### config.mk
export PLATFORM = sky130hd
export DESIGN_NAME = mtc_trap_csr
export DESIGN_NICKNAME = d
export VERILOG_FILES = /design/src/hdl/mtc_pkg.sv /design/src/hdl/mtc_cause_legal.sv /design/src/hdl/mtc_trap_csr.sv
export SDC_FILE = /design/constraint.sdc
export NUM_CORES = 1
export LEC_CHECK = 0
export BUFFER_PORTS_ARGS = -buffer_cell sky130_fd_sc_hd__buf_2
export CAP_MARGIN = 10
export CORE_UTILIZATION = 44
export DETAILED_ROUTE_END_ITERATION = 10
export GPL_TIMING_DRIVEN = 0
export PLACE_DENSITY = 0.8
export SLEW_MARGIN = 20
export SYNTH_ARGS = -nofsm -noshare
export SYNTH_HDL_FRONTEND = slang
export SYNTH_SLANG_ARGS = --single-unit
### constraint.sdc
create_clock -name clk -period 1.3 [get_ports clk]
set_clock_uncertainty 0.1 [all_clocks]
set_input_delay 0 -clock clk [delete_from_list [all_inputs] [get_ports clk]]
set_output_delay 0 -clock clk [all_outputs]
set_load 0.05 [all_outputs]
### src/hdl/mtc_pkg.sv
// constants for the machine trap and identity register set
`default_nettype none
package mtc_pkg;
  localparam logic [11:0] ADDR_INT_ENABLE  = 12'h304;
  localparam logic [11:0] ADDR_TRAP_CAUSE  = 12'h342;
  localparam logic [11:0] ADDR_INT_PENDING = 12'h344;
  localparam logic [11:0] ADDR_HART_ID     = 12'hf14;
  localparam logic [11:0] ADDR_SEC_CAUSE   = 12'h7ff;

  localparam int BIT_SOFT = 3;
  localparam int BIT_TIMER = 7;
  localparam int BIT_EXT = 11;
  localparam int BIT_CORR = 30;
  localparam int THREAD_W = 4;
  localparam logic [31:0] INT_MASK = 32'h4000_0888;
  localparam logic [31:0] ZERO32 = 32'h0000_0000;
  localparam logic [3:0] THREAD_ID = 4'h0;

  // legal causes
  localparam logic [31:0] CAUSE_NMI_PIN   = 32'h0000_0000;
  localparam logic [31:0] CAUSE_IFETCH    = 32'h0000_0001;
  localparam logic [31:0] CAUSE_ILLEGAL   = 32'h0000_0002;
  localparam logic [31:0] CAUSE_BREAK     = 32'h0000_0003;
  localparam logic [31:0] CAUSE_LD_MIS    = 32'h0000_0004;
  localparam logic [31:0] CAUSE_LD_ACC    = 32'h0000_0005;
  localparam logic [31:0] CAUSE_ST_MIS    = 32'h0000_0006;
  localparam logic [31:0] CAUSE_ST_ACC    = 32'h0000_0007;
  localparam logic [31:0] CAUSE_ECALL     = 32'h0000_000b;
  localparam logic [31:0] CAUSE_INT_SOFT  = 32'h8000_0003;
  localparam logic [31:0] CAUSE_INT_TIMER = 32'h8000_0007;
  localparam logic [31:0] CAUSE_INT_EXT   = 32'h8000_000b;
  localparam logic [31:0] CAUSE_INT_CORR  = 32'h8000_001e;
  localparam logic [31:0] CAUSE_NMI_ST    = 32'hf000_0000;
  localparam logic [31:0] CAUSE_NMI_LD    = 32'hf000_0001;
  localparam logic [31:0] CAUSE_NMI_ECC   = 32'hf000_1000;
  localparam logic [31:0] CAUSE_NMI_DCCM  = 32'hf000_1001;
  localparam logic [31:0] CAUSE_NMI_VEC   = 32'hf000_1002;
  localparam logic [31:0] CAUSE_RESET     = CAUSE_NMI_PIN;
  localparam int SEC_W = 4;
endpackage
`default_nettype wire

### src/hdl/mtc_cause_legal.sv
// checks a 32-bit value against the legal trap cause encodings
`default_nettype none
module mtc_cause_legal (
  // value under test
  input  wire logic [31:0] value,
  // verdict
  output logic             legal
);
  import mtc_pkg::*;
  always_comb begin
    unique case (value)
      CAUSE_NMI_PIN, CAUSE_IFETCH, CAUSE_ILLEGAL, CAUSE_BREAK, CAUSE_LD_MIS, CAUSE_LD_ACC,
      CAUSE_ST_MIS, CAUSE_ST_ACC, CAUSE_ECALL, CAUSE_INT_SOFT, CAUSE_INT_TIMER, CAUSE_INT_EXT,
      CAUSE_INT_CORR, CAUSE_NMI_ST, CAUSE_NMI_LD, CAUSE_NMI_ECC, CAUSE_NMI_DCCM,
      CAUSE_NMI_VEC: legal = 1'b1;
      default: legal = 1'b0;
    endcase
  end
endmodule
`default_nettype wire

### src/hdl/mtc_trap_csr.sv
// machine trap enable, pending, cause and hart identity registers
`default_nettype none
module mtc_trap_csr (
  // clock and reset
  input  wire logic                          clk,
  input  wire logic                          rstn,
  // csr access
  input  wire logic                          csr_rd,
  input  wire logic                          csr_wr,
  input  wire logic [11:0]                   csr_addr,
  input  wire logic [31:0]                   csr_wdata,
  output logic      [31:0]                   csr_rdata,
  output logic                               csr_hit,
  // interrupt sources
  input  wire logic                          irq_soft,
  input  wire logic                          irq_timer,
  input  wire logic                          irq_ext,
  input  wire logic                          irq_corr,
  // trap capture from the pipeline
  input  wire logic                          trap_take,
  input  wire logic [31:0]                   trap_cause_in,
  input  wire logic [mtc_pkg::SEC_W-1:0]     trap_detail,
  // hardwired core identity
  input  wire logic [31:mtc_pkg::THREAD_W]   core_identifier_bus,
  // register views for the trap logic
  output logic      [31:0]                   int_enable_q,
  output logic      [31:0]                   int_pending_q,
  output logic      [31:0]                   trap_cause_q
);
  import mtc_pkg::*;

  typedef struct packed {
    logic [31:0]      enable;
    logic [31:0]      pending;
    logic [31:0]      cause;
    logic [SEC_W-1:0] sec_cause;
    logic [31:0]      rdata;
    logic             hit;
  } mtc_state_s;

  mtc_state_s st;
  mtc_state_s next_st;
  logic       wr_legal;
  logic       trap_legal;
  logic [31:0] src_vec;

  mtc_cause_legal u_wr_chk (
    .value (csr_wdata),
    .legal (wr_legal)
  );

  mtc_cause_legal u_trap_chk (
    .value (trap_cause_in),
    .legal (trap_legal)
  );

  always_comb begin
    src_vec = ZERO32;
    src_vec[BIT_SOFT]  = irq_soft;
    src_vec[BIT_TIMER] = irq_timer;
    src_vec[BIT_EXT]   = irq_ext;
    src_vec[BIT_CORR]  = irq_corr;
  end

  always_comb begin
    next_st = st;
    // pending mirrors live sources, masked to implemented bits
    next_st.pending = src_vec & INT_MASK;
    // software writes target enable, not pending; pending ignores them
    if (csr_wr && csr_addr == ADDR_INT_ENABLE) begin
      next_st.enable = csr_wdata & INT_MASK;
    end
    // illegal writes are dropped so the field never reads back reserved codes
    if (csr_wr && csr_addr == ADDR_TRAP_CAUSE && wr_legal) begin
      next_st.cause = csr_wdata;
    end
    if (csr_wr && csr_addr == ADDR_SEC_CAUSE) begin
      next_st.sec_cause = csr_wdata[SEC_W-1:0];
    end
    // hardware capture wins over a same-cycle software write
    if (trap_take && trap_legal) begin
      next_st.cause     = trap_cause_in;
      next_st.sec_cause = trap_detail;
    end
    next_st.hit   = 1'b0;
    next_st.rdata = ZERO32;
    if (csr_rd) begin
      unique case (csr_addr)
        ADDR_INT_ENABLE: begin
          next_st.hit   = 1'b1;
          next_st.rdata = st.enable & INT_MASK;
        end
        ADDR_INT_PENDING: begin
          next_st.hit   = 1'b1;
          next_st.rdata = st.pending & INT_MASK;
        end
        ADDR_TRAP_CAUSE: begin
          next_st.hit   = 1'b1;
          next_st.rdata = st.cause;
        end
        ADDR_SEC_CAUSE: begin
          next_st.hit   = 1'b1;
          next_st.rdata = {{(32-SEC_W){1'b0}}, st.sec_cause};
        end
        ADDR_HART_ID: begin
          next_st.hit   = 1'b1;
          next_st.rdata = {core_identifier_bus, THREAD_ID};
        end
        default: begin
          next_st.hit   = 1'b0;
          next_st.rdata = ZERO32;
        end
      endcase
    end
  end

  always_ff @(posedge clk or negedge rstn) begin
    if (!rstn) begin
      st <= '{enable: ZERO32, pending: ZERO32, cause: CAUSE_RESET,
              sec_cause: '0, rdata: ZERO32, hit: 1'b0};
    end else begin
      st <= next_st;
    end
  end

  assign csr_rdata     = st.rdata;
  assign csr_hit       = st.hit;
  assign int_enable_q  = st.enable;
  assign int_pending_q = st.pending;
  assign trap_cause_q  = st.cause;
endmodule
`default_nettype wire

Word level (Yosys, flattened, before mapping)
Index checks and enable logic that the tools add are counted.
{"block": "word_totals", "latchBits": 0, "inputBits": 117, "memories": 0, "out_inout_bits": 129, "regBits": 77, "rom_bits": 0, "word_cells": 63, "ram_bits": 0}
{"block": "classes", "n_bitwise": 0, "muxes": 7, "mul": 0, "shift": 0, "div": 0, "n_eq_ne": 39, "reduce_logical": 11, "magnitude_cmp": 0, "addsub": 0}
{"op": "32-bit == test (second input constant)", "n": 18}
{"op": "32-bit by 3-bit == test with 1-bit output (second input constant)", "n": 8}
{"op": "33-bit case mux with 5 select lines", "n": 1}
{"op": "32-bit by 2-bit == test with 1-bit output (second input constant)", "n": 4}
{"op": "32-bit by 1-bit == test with 1-bit output (second input constant)", "n": 2}
{"op": "32-bit by 4-bit == test with 1-bit output (second input constant)", "n": 2}
{"op": "32-bit logical NOT", "n": 2}
{"op": "12-bit by 10-bit == test with 1-bit output (second input constant)", "n": 3}
{"op": "36-bit 2-to-1 mux", "n": 1}
{"op": "18-bit OR reduction", "n": 2}
{"op": "33-bit 2-to-1 mux", "n": 1}
{"op": "32-bit 2-to-1 mux", "n": 1}
{"op": "12-bit by 11-bit == test with 1-bit output (second input constant)", "n": 1}
{"op": "12-bit == test (second input constant)", "n": 1}
{"op": "1-bit logical AND", "n": 5}
{"op": "4-bit 2-to-1 mux", "n": 1}
{"op": "2-bit nonzero test", "n": 2}
{"op": "1-bit 2-to-1 mux", "n": 2}

Longest topological paths before layout
Gate-level depths: netlist of run 1.
{"block": "logic_depth", "word_depth": 6, "ltp_mapped": 8, "mapped_depth_nobuf": 6}

By module
Synthesis of run 1 repeated with hierarchy kept, for this count alone.
{"block": "hier_totals", "cells_unflattened": 438, "hier_area_um2": 4775.8}
{"module": "mtc_trap_csr", "seq_area_each_um2": 1926.8, "cells_each": 396, "n_inst": 1, "area_each_um2": 4480.5}
{"module": "mtc_cause_legal", "seq_area_each_um2": 0.0, "cells_each": 21, "n_inst": 2, "area_each_um2": 147.6}

Worst setup path after synthesis of run 1
No wires, ideal clock.
{"block": "synth_timing", "path_kind": "input port to flip-flop", "from": "input port csr_wdata[30]", "to": "register st, in the netlist trap_cause_q[0]", "arrival_ns": 1.440, "slack_ns": -0.376, "path_buffers": 1, "cell_stages": 7, "cell_sequence": "or4_4 > o21bai_1 > a211oi_2 > o21ai_2 > buf_6 > mux2i_1 > a21oi_1"}
{"block": "synth_between", "elab_chain_len": 5, "elab_cells_between_ends": 22, "classes_between": "17 x eq/ne; 1 x mux; 4 x reduce/logical"}
{"item": "start: declaration", "line": "mtc_trap_csr.sv:11", "rtl": "input wire logic [31:0] csr_wdata,"}
{"item": "32-bit by 1-bit == test with 1-bit output (tied with other cells)", "line": "mtc_cause_legal.sv:11", "rtl": "unique case (value)"}
{"item": "18-bit OR reduction *", "line": "mtc_cause_legal.sv:11"}
{"item": "1-bit 2-to-1 mux *", "line": "mtc_cause_legal.sv:11"}
{"item": "1-bit logical AND *", "line": "mtc_trap_csr.sv:74", "rtl": "if (csr_wr && csr_addr == ADDR_TRAP_CAUSE && wr_legal) begin"}
{"item": "2-bit nonzero test (no source line) *"}
{"item": "end signal: assignment", "line": "mtc_trap_csr.sv:119", "rtl": "st <= '{enable: ZERO32, pending: ZERO32, cause: CAUSE_RESET,"}
{"item": "end signal: assignment", "line": "mtc_trap_csr.sv:122", "rtl": "st <= next_st;"}
{"item": "end: declaration", "line": "mtc_trap_csr.sv:41", "rtl": "mtc_state_s st;"}
Mark *: on every way between the ends. The rest lies on a longest branch, timed or not.
A chain may end at the register's enable or synchronous reset.

Worst setup path after layout of run 1
{"block": "layout_timing", "from": "input port csr_wdata[28]", "to": "register st, in the netlist trap_cause_q[2]"}
The elaborated chain is that of the path after synthesis.

==> results of run 1 <==
flip-flops by register name, summed over array words and instances (netlist names):
signal and flops:
int_pending_q 4, csr_hit 1, st 4, int_enable_q 4, csr_rdata 32, trap_cause_q 32
cell usage in the layout (no fill, tap or decap), types with 9 or more instances in the layout:
cell and count:
buf_2 177, dlygate4sd3_1 57, a21oi_1 12, buf_6 18
conb_1 56, dfrtp_1 77, buf_4 150, and3_4 15
nand2_1 15, clkbuf_8 9, a22oi_1 27, nor2_1 37
cell usage after synthesis, drive strengths merged, types with 2 or more instances:
| master | number |
|---|---|
| nand4b | 2 |
| or3 | 2 |
| nor2b | 4 |
| nand3b | 2 |
| mux2i | 7 |
| a222oi | 4 |
| o21ai | 4 |
| mux2 | 4 |
| o211ai | 2 |
| inv | 6 |
| nor4 | 9 |
| a22oi | 28 |
| a21oi | 17 |
| nand3 | 4 |
| nor4b | 2 |
| buf | 132 |
| and4b | 3 |
| dfrtp | 77 |
| o22ai | 2 |
| nand2 | 16 |
| and3 | 23 |
| a31oi | 3 |
| nand4 | 5 |
| and2 | 3 |
| clkbuf | 13 |
| nor3 | 10 |
| nor2 | 42 |
cell type report:
| cell class | instances | share of cell area |
|---|---|---|
| diodes | 1 | 0.000351 |
| plain buffers | 143 | 0.156 |
| clock buffers | 9 | 0.0174 |
| clock inverters | 6 | 0.0158 |
| inverters | 6 | 0.00316 |
| multi-input cells | 264 | 0.259 |
| flip-flops and latches | 77 | 0.270 |
| well taps | 129 | 0.0226 |
| repair buffers | 269 | 0.256 |
worst register-to-register path, stage by stage, from the launching register on:
cell      delay, ns
dfrtp_1        0.41
a222oi_1       0.46
a21oi_1        0.15
cells by family (layout without fill, tap and decap cells):
kind of cell           count (synthesis)  in the layout
AOI/OAI and AO/OA                     65             65
buffers and inverters                151            433
DFF                                   77             77
muxes                                 11             11
other                                  1             57
and+or+nand+nor                      132            132
per-stage QoR:
step                utilization  TNS [ns]  cell area [um2]  setup WS [ns]  total power, uW
global route              0.768     -7.75             7130         -0.246             5820
floorplan                     -    -11.89             4550         -0.341             3020
detailed placement        0.613    -48.40             5690         -0.887             3310
global placement          0.610    -68.05             5660         -0.848             3290
finish                    0.769     -5.79             7140         -0.235             5630
CTS                       0.727     -4.79             6750         -0.199             5580
power breakdown:
group | switching (uW) | internal (uW)
logic | 644 | 439
registers | 5.78 | 2400
clock network | 874 | 1270
repair_timing:
item,4_1_cts,5_1_grt
resized for setup,42,75
endpoints found under the setup margin,71,72
endpoints found under the hold margin,128,0
pin swaps,14,26
buffers inserted,10,11
gates cloned,2,1
hold buffers,57,0
routing by layer:
layer | vias to the layer above | global-route usage | wire [um]
met4 | 0 | 0.128 | 614
met5 | - | 0 | 0
met1 | 2036 | 0.305 | 5260
met3 | 47 | 0.0397 | 998
met2 | 265 | 0.462 | 7410
li1 | 1999 | - | -
worst min-delay path by stage:
stage / cells past startpoint / start / slack (ns) / end
3_5_place_dp: 1 / rstn / -0.19 / csr_rdata[19]$_DFF_PN0_
5_1_grt: 3 / csr_wr / 0.004 / int_enable_q[30]$_DFFE_PN0P_
6_report: 2 / rstn / 0.005 / csr_rdata[19]$_DFF_PN0_
3_3_place_gp: 1 / irq_ext / 0.01 / int_pending_q[11]$_DFF_PN0_
4_1_cts: 4 / csr_addr[6] / -0.07 / csr_rdata[11]$_DFF_PN0_
2_1_floorplan: 0 / rstn / -0.40 / csr_hit$_DFF_PN0_
==> flow_summary.yaml, run 1 <==
synthesis:
  syn_inst: 437
  syn_area_um2: 4260
  synth_seq_area_share: 0.453
  avgSynthCellArea_um2: 9.74
  async_reset_ff_frac: 1.00
  synth_xor_area_frac: 0
  synth_compound_area_frac: 0.106
  synthAdderAreaFrac: 0
  ys_types: 42
  ys_ff_latch: 77
  synth_top_family_by_area: "buffers and inverters"
  synth_simple_gate_area_frac: 0.165
  netlist_top_cells_area: "dfrtp_1, buf_4, a22oi_1, nor2_1, and3_1"
  yosys_warnings: 0
  ys.flop_type: "dfrtp_1"
  synth.largest_area_cell: "dfrtp_1"
  synthMuxAreaShare: 0.0270
  synth_top_area_share: 0.453
  synth_edf_count: 0
grt:
  grt-ovfl-total: 0
  grt_usage: 0.260
  grt_start_max_net_pins: 55
  grt_pass1_wl_mm: 20.2
  antenna_found_initial: 0
  grt_pass1_vias: 4256
floorplan:
  die_y_um: 100
  rows: 35
  die_w_um: 100
  start_util: 0.458
  dieArea_um2: 10100
  io_pins: 246
  core_um2: 9280
critical_path:
  startpoint_type: "input port"
  cp_num_buf_inv: 3
  crit_path_end_kind: "flop"
  critPathKind: "input port to flop"
  rr_worst_depth: 2
  crit_top_cell: "buf_6"
  cp_slowest_cell: "or4_4"
  crit_fanout: 6
  max_stage_delay_ns: 0.53
  r2r_slack_ns: 0.05
  crit_cells: 8
  arrival_ns: 1.72
  r2r_start: "int_enable_q[30]$_DFFE_PN0P_"
  crit_chain: "buf_6, or4_4, buf_6, nor4_4, o21ai_4, buf_6, mux2i_4, a21oi_2"
  r2r_end: "csr_rdata[30]$_DFF_PN0_"
  endpoint: "trap_cause_q[2]$_DFFE_PN0P_"
  path_delay_family: "simple AND/OR/NAND/NOR gates"
  required_ns: 1.48
  crit_start: "csr_wdata[28]"
clock_network:
  tritoncts: "built"
  cts_sinks: 77
  clock_latency_ns: 0.34
  clockBufferDepth: 2
  cts-root-buf: "clkbuf_8"
  htree_levels: 3
  cts.clk_slew.worst_paths_ns: 0.08
  cts_buffers: 9
power:
  power_density_nw_per_um2: 789
  vdd.ir_drop.worst_mv: 0.412
  power_leakage_uw: 0.00389
routing:
  drtIter0Drc: 195
  vias_per_cell: 4.81
  first_pass_iters: 5
  drc_errors: 0
  routedWlPerCell_um: 15.8
  ant_nets: 0
  wirelength_mm: 14.3
  vias: 4347
finish:
  nets: 887
  multi_input_area_um2: 1850
  final_cells: 904
  fill_cells: 598
  regArea_um2: 1930
  drive_gt1_frac: 0.554
  areaGrowthSynthToFinish_pct: 67.6
placed_design:
  port_buffers: 189
  place_hpwl_mm: 8.92
  gp_congestion: 0.874
  placedCellCount: 811
timing:
  max_freq_mhz: 652
  fin_crit_ns: 1.53
  worst_slack_ns: -0.235
  rsz0062_at_grt: "yes"
  slew_viol_final: 0
  post-route-period-util: 1.18
  worst_hold_slack_ns: 0.00527
  setup_viol: 43
  finalHoldViolCount: 0
min_path:
  hold_class: "input port to asynchronous set/reset pin"
run_status:
  violations: "setup timing"
  status: "finished, violations left"
flow_run:
  max_cap_violations: 0
Note: power is estimated with default switching activity, not from simulation.
==> inputs of run 2 (changes only) <==
--- a/config.mk
+++ b/config.mk
@@ -7,11 +7,11 @@
 export LEC_CHECK = 0
 export BUFFER_PORTS_ARGS = -buffer_cell sky130_fd_sc_hd__buf_2
 export CAP_MARGIN = 10
-export CORE_UTILIZATION = 44
+export CORE_UTILIZATION = 48
 export DETAILED_ROUTE_END_ITERATION = 10
 export GPL_TIMING_DRIVEN = 0
-export PLACE_DENSITY = 0.8
-export SLEW_MARGIN = 20
+export PLACE_DENSITY = 0.87
+export SLEW_MARGIN = 10
 export SYNTH_ARGS = -nofsm -noshare
 export SYNTH_HDL_FRONTEND = slang
 export SYNTH_SLANG_ARGS = --single-unit
==> constraint.sdc (replaced) <==
create_clock -name clk -period 1.9 [get_ports clk]
set_clock_uncertainty 0.1 [all_clocks]
set_input_delay 0 -clock clk [delete_from_list [all_inputs] [get_ports clk]]
set_output_delay 0 -clock clk [all_outputs]
set_load 0.05 [all_outputs]
==> run 2 against run 1 <==
Against the previous run: the run now ends clean; critical path depth unchanged; sequential power decreased by 32%; routed wire length decreased by 10%; setup slack improved by 0.28 ns; power decreased by 33%; cell count decreased by 4.9%; critical endpoint is now trap_cause_q[3]$_DFFE_PN0P_.
==> flow_summary.yaml, run 2 (synthesis results as in run 1) <==
run_status:
  status: "finished clean"
min_path:
  hp-start: "csr_addr[6]"
  hold_class: "input port to flop"
  hold_end: "csr_rdata[3]$_DFF_PN0_"
  hold_depth: 5
critical_path:
  path_delay_family: "simple AND/OR/NAND/NOR gates"
  max_stage_delay_ns: 0.53
  r2r_slack_ns: 0.73
  crit_start: "csr_addr[5]"
  cp_slowest_cell: "and4b_1"
  critPathKind: "input port to flop"
  r2r_start: "int_enable_q[3]$_DFFE_PN0P_"
  rr_worst_depth: 2
  crit_path_end_kind: "flop"
  crit_chain: "buf_2, nor4_1, and4b_1, and4_1, o21ai_2, buf_6, mux2i_1, a21oi_1"
  arrival_ns: 1.96
  startpoint_type: "input port"
  r2r_end: "csr_rdata[3]$_DFF_PN0_"
  crit_fanout: 10
  required_ns: 2.00
  cp_num_buf_inv: 2
grt:
  grt_pass1_vias: 4124
  grt-ovfl-total: 0
  antenna_found_initial: 0
  grt_usage: 0.273
  grt_pass1_wl_mm: 19.1
  grt_start_max_net_pins: 50
finish:
  areaGrowthSynthToFinish_pct: 50.2
  diodes: 0
  drive_gt1_frac: 0.464
  final_cell_mix: "buf_2, buf_4, dfrtp_1"
  nets: 867
  final_common_cell: "buf_2"
clock_network:
  clockBufferDepth: 2
  cts_sinks: 77
  clock_latency_ns: 0.34
  cts_buffers: 9
  cts-root-buf: "clkbuf_8"
  htree_levels: 3
  cts.clk_slew.worst_paths_ns: 0.08
  tritoncts: "built"
timing:
  setup_viol: 0
  finalHoldViolCount: 0
  timing.setup.tns_ns: 0
  max_freq_mhz: 538
  post-route-period-util: 0.977
  max_slew_margin: 0.456
  worst_pin_slew_ns: 0.810
  slew_viol_final: 0
  fin_crit_ns: 1.86
  rsz0062_at_grt: "no"
floorplan:
  die_y_um: 96.2
  die_w_um: 96.2
  io_pins: 246
  start_util: 0.508
  dieArea_um2: 9250
  core_um2: 8380
  rows: 33
routing:
  wirelength_mm: 12.8
  drtIter0Drc: 142
  vias_per_cell: 4.89
  routedWlPerCell_um: 14.9
  drc_errors: 0
  ant_nets: 0
  vias: 4209
  first_pass_iters: 5
placed_design:
  place_hpwl_mm: 9.29
  gp_congestion: 0.872
  port_buffers: 189
power:
  power_density_nw_per_um2: 586
  power_leakage_uw: 0.00366
  power_uw: 3740
  vdd.ir_drop.worst_mv: 0.372
flow_run:
  max_cap_violations: 0
[run 2: worst min-delay path, delay by kind of cell]
kind | cells | cell delay (ns)
and+or+nand+nor | 2 | 0.18
buffers and inverters | 2 | 0.20
AOI/OAI and AO/OA | 1 | 0.06
[run 2: how the worst max path moves through the flow]
| stage | depth (start not counted) | slack [ns] | to |
|---|---|---|---|
| final | 8 | 0.04 | trap_cause_q[3]$_DFFE_PN0P_ |
| after detailed placement | 8 | -0.38 | trap_cause_q[8]$_DFFE_PN0P_ |
| after CTS | 6 | 0.06 | int_enable_q[3]$_DFFE_PN0P_ |
| after floorplan | 7 | 0.22 | trap_cause_q[0]$_DFFE_PN0P_ |
| after global routing | 7 | 0.003 | trap_cause_q[19]$_DFFE_PN0P_ |
| after global placement | 8 | -0.27 | trap_cause_q[6]$_DFFE_PN0P_ |
[run 2: per-layer routing]
| metal | vias to the layer above | wire length [um] | part of all wire | track usage |
|---|---|---|---|---|
| met5 | - | 0 | 0 | 0 |
| met4 | 0 | 312 | 0.024 | 0.114 |
| met3 | 31 | 917 | 0.071 | 0.0379 |
| met2 | 242 | 6720 | 0.52 | 0.517 |
| met1 | 1971 | 4890 | 0.38 | 0.303 |
| li1 | 1965 | - | - | - |
[run 2: cell type report]
class,count,area [um2]
fill,579,1990
multi-input combinational,264,1490
sequential,77,1930
clock buffer,10,138
buffer,144,1030
inverter,6,22.5
clock inverter,6,93.8
timing repair buffer,248,1550
tap,105,131
[run 2: report_power, final]
part	switching, uW	internal (uW)
Combinational	410	274
Sequential	2.86	1640
Clock	629	785
[run 2: per-stage QoR]
stage	cells	worst slack, ns	area (um2)	util	hold slack (ns)
after floorplan	492	0.224	4460	-	-0.396
after global placement	786	-0.271	5540	0.661	0.00958
after detailed placement	787	-0.384	5570	0.665	-0.146
after CTS	858	0.0621	6360	0.759	-0.00912
after global routing	860	0.00284	6390	0.763	0.0265
final	860	0.0428	6390	0.763	0.0256
[run 2: repair_timing]
item,in CTS,in global routing
setup endpoints to repair,13,14
gates resized for setup,0,3
buffers inserted,0,1
hold buffers,56,1
pin swaps,0,1
hold endpoints to repair,128,1
==> inputs of run 3 (changes only) <==
--- a/config.mk
+++ b/config.mk
@@ -7,10 +7,12 @@
 export LEC_CHECK = 0
 export BUFFER_PORTS_ARGS = -buffer_cell sky130_fd_sc_hd__buf_2
 export CAP_MARGIN = 10
+export CORE_MARGIN = 4
 export CORE_UTILIZATION = 48
 export DETAILED_ROUTE_END_ITERATION = 10
 export GPL_TIMING_DRIVEN = 0
 export PLACE_DENSITY = 0.87
+export SETUP_SLACK_MARGIN = 0.5
 export SLEW_MARGIN = 10
 export SYNTH_ARGS = -nofsm -noshare
 export SYNTH_HDL_FRONTEND = slang
==> run 3 against run 2 <==
Against the previous run: sequential power is essentially flat; hold slack lost 0.0013 ns; register-to-register slack lost 0.03 ns; non-clock buffer count grew 26; critical endpoint is now trap_cause_q[2]$_DFFE_PN0P_; highest routed layer unchanged.
==> flow_summary.yaml, run 3 (synthesis results as in run 1) <==
run_status:
  status: "finished clean"
min_path:
  hold_end: "csr_rdata[3]$_DFF_PN0_"
  hold_depth: 5
  hold_class: "input port to flop"
  hp-start: "csr_addr[8]"
critical_path:
  crit_fanout: 6
  required_ns: 2.03
  rr_worst_depth: 2
  r2r_start: "int_enable_q[30]$_DFFE_PN0P_"
  critPathKind: "input port to flop"
  startpoint_type: "input port"
  crit_path_end_kind: "flop"
  r2r_slack_ns: 0.70
  crit_start: "csr_wdata[9]"
  r2r_end: "csr_rdata[30]$_DFF_PN0_"
  arrival_ns: 1.80
power:
  power_leakage_uw: 0.00389
  vdd.ir_drop.worst_mv: 0.328
  power_density_nw_per_um2: 523
timing:
  post-route-period-util: 0.878
  worst_pin_slew_ns: 0.571
  max_slew_margin: 0.618
  fin_crit_ns: 1.67
  max_freq_mhz: 600
  slew_viol_final: 0
  finalHoldViolCount: 0
  setup_viol: 0
  rsz0062_at_grt: "yes"
clock_network:
  htree_levels: 3
  cts.clk_slew.worst_paths_ns: 0.09
  cts_sinks: 77
  clockBufferDepth: 2
  tritoncts: "built"
  clock_latency_ns: 0.34
  cts-root-buf: "clkbuf_8"
  cts_buffers: 9
floorplan:
  die_y_um: 102
  rows: 34
  start_util: 0.490
  core_um2: 8680
  io_pins: 246
  dieArea_um2: 10400
  die_w_um: 102
grt:
  grt_pass1_vias: 4412
  grt_pass1_wl_mm: 20.9
  grt_usage: 0.256
  antenna_found_initial: 0
  grt_start_max_net_pins: 67
  grt-ovfl-total: 0
placed_design:
  place_hpwl_mm: 9.73
  detailed_place.area_um2: 5610
  placedCellCount: 790
  gp_congestion: 0.860
  port_buffers: 189
finish:
  nets: 893
  final_common_cell: "buf_2"
  drive_gt1_frac: 0.539
  fill_cells: 493
  diodes: 0
  final_cell_mix: "buf_2, buf_4, dfrtp_1"
  final_area_um2: 6960
  final_cells: 889
  areaGrowthSynthToFinish_pct: 63.4
routing:
  ant_nets: 0
  vias: 4450
  vias_per_cell: 5.01
  wirelength_mm: 15.4
  routedWlPerCell_um: 17.3
  first_pass_iters: 5
  drc_errors: 0
  drtIter0Drc: 325
flow_run:
  max_cap_violations: 0
run 3: routing by layer:
layer,global-route usage,share of wire,vias to the layer above
met2,0.467,0.54,272
met1,0.298,0.34,2100
met3,0.0416,0.074,60
li1,-,-,2018
met5,0,0,-
met4,0.107,0.041,0
run 3: power breakdown:
group | internal [uW] | leakage, uW | switching, uW
combinational | 294 | 0.00272 | 441
sequential | 1640 | 0.00107 | 3.13
clock | 641 | 0.000102 | 618
total | 2580 | 0.00389 | 1060
run 3: stage by stage:
| step | hold slack (ns) | power (uW) | setup TNS, ns | utilization | setup WS, ns |
|---|---|---|---|---|---|
| floorplan | -0.396 | 2070 | 0 | - | 0.259 |
| global placement | 0.00973 | 2250 | -7.29 | 0.643 | -0.282 |
| detailed placement | -0.237 | 2260 | -13.06 | 0.646 | -0.399 |
| CTS | -0.0803 | 3580 | 0 | 0.764 | 0.381 |
| global route | 0.0334 | 3760 | 0 | 0.801 | 0.191 |
| finish | 0.0243 | 3640 | 0 | 0.801 | 0.232 |
run 3: final cells by class:
type | instances | area (um2) | area share
clock inverter | 6 | 61.3 | 0.00881
multi-input combinational | 264 | 1780 | 0.256
tap | 108 | 135 | 0.0194
clock buffer | 10 | 138 | 0.0198
sequential | 77 | 1930 | 0.277
buffer | 145 | 1100 | 0.158
timing repair buffer | 273 | 1790 | 0.258
inverter | 6 | 22.5 | 0.00324
run 3: worst max-delay path, cell delays in order:
cell and delay, ns:
buf_2 0.11, nor4_1 0.40, nand4_1 0.14, buf_4 0.20
nor4_4 0.36, o21ai_4 0.13, buf_6 0.16, mux2i_2 0.19
a21oi_1 0.10
run 3: how the worst max path moves through the flow:
stage	depth (start not counted)	end
2_1_floorplan	7	trap_cause_q[0]$_DFFE_PN0P_
3_3_place_gp	8	trap_cause_q[11]$_DFFE_PN0P_
3_5_place_dp	8	trap_cause_q[10]$_DFFE_PN0P_
4_1_cts	8	trap_cause_q[3]$_DFFE_PN0P_
5_1_grt	10	trap_cause_q[30]$_DFFE_PN0P_
6_report	9	trap_cause_q[2]$_DFFE_PN0P_
run 3: what timing repair did:
action	in CTS	in global routing
setup buffers	9	15
endpoints found under the hold margin	128	0
hold buffers	58	0
gates resized for setup	39	63
pin swaps	12	23
cloned	0	1
setup endpoints to repair	71	73
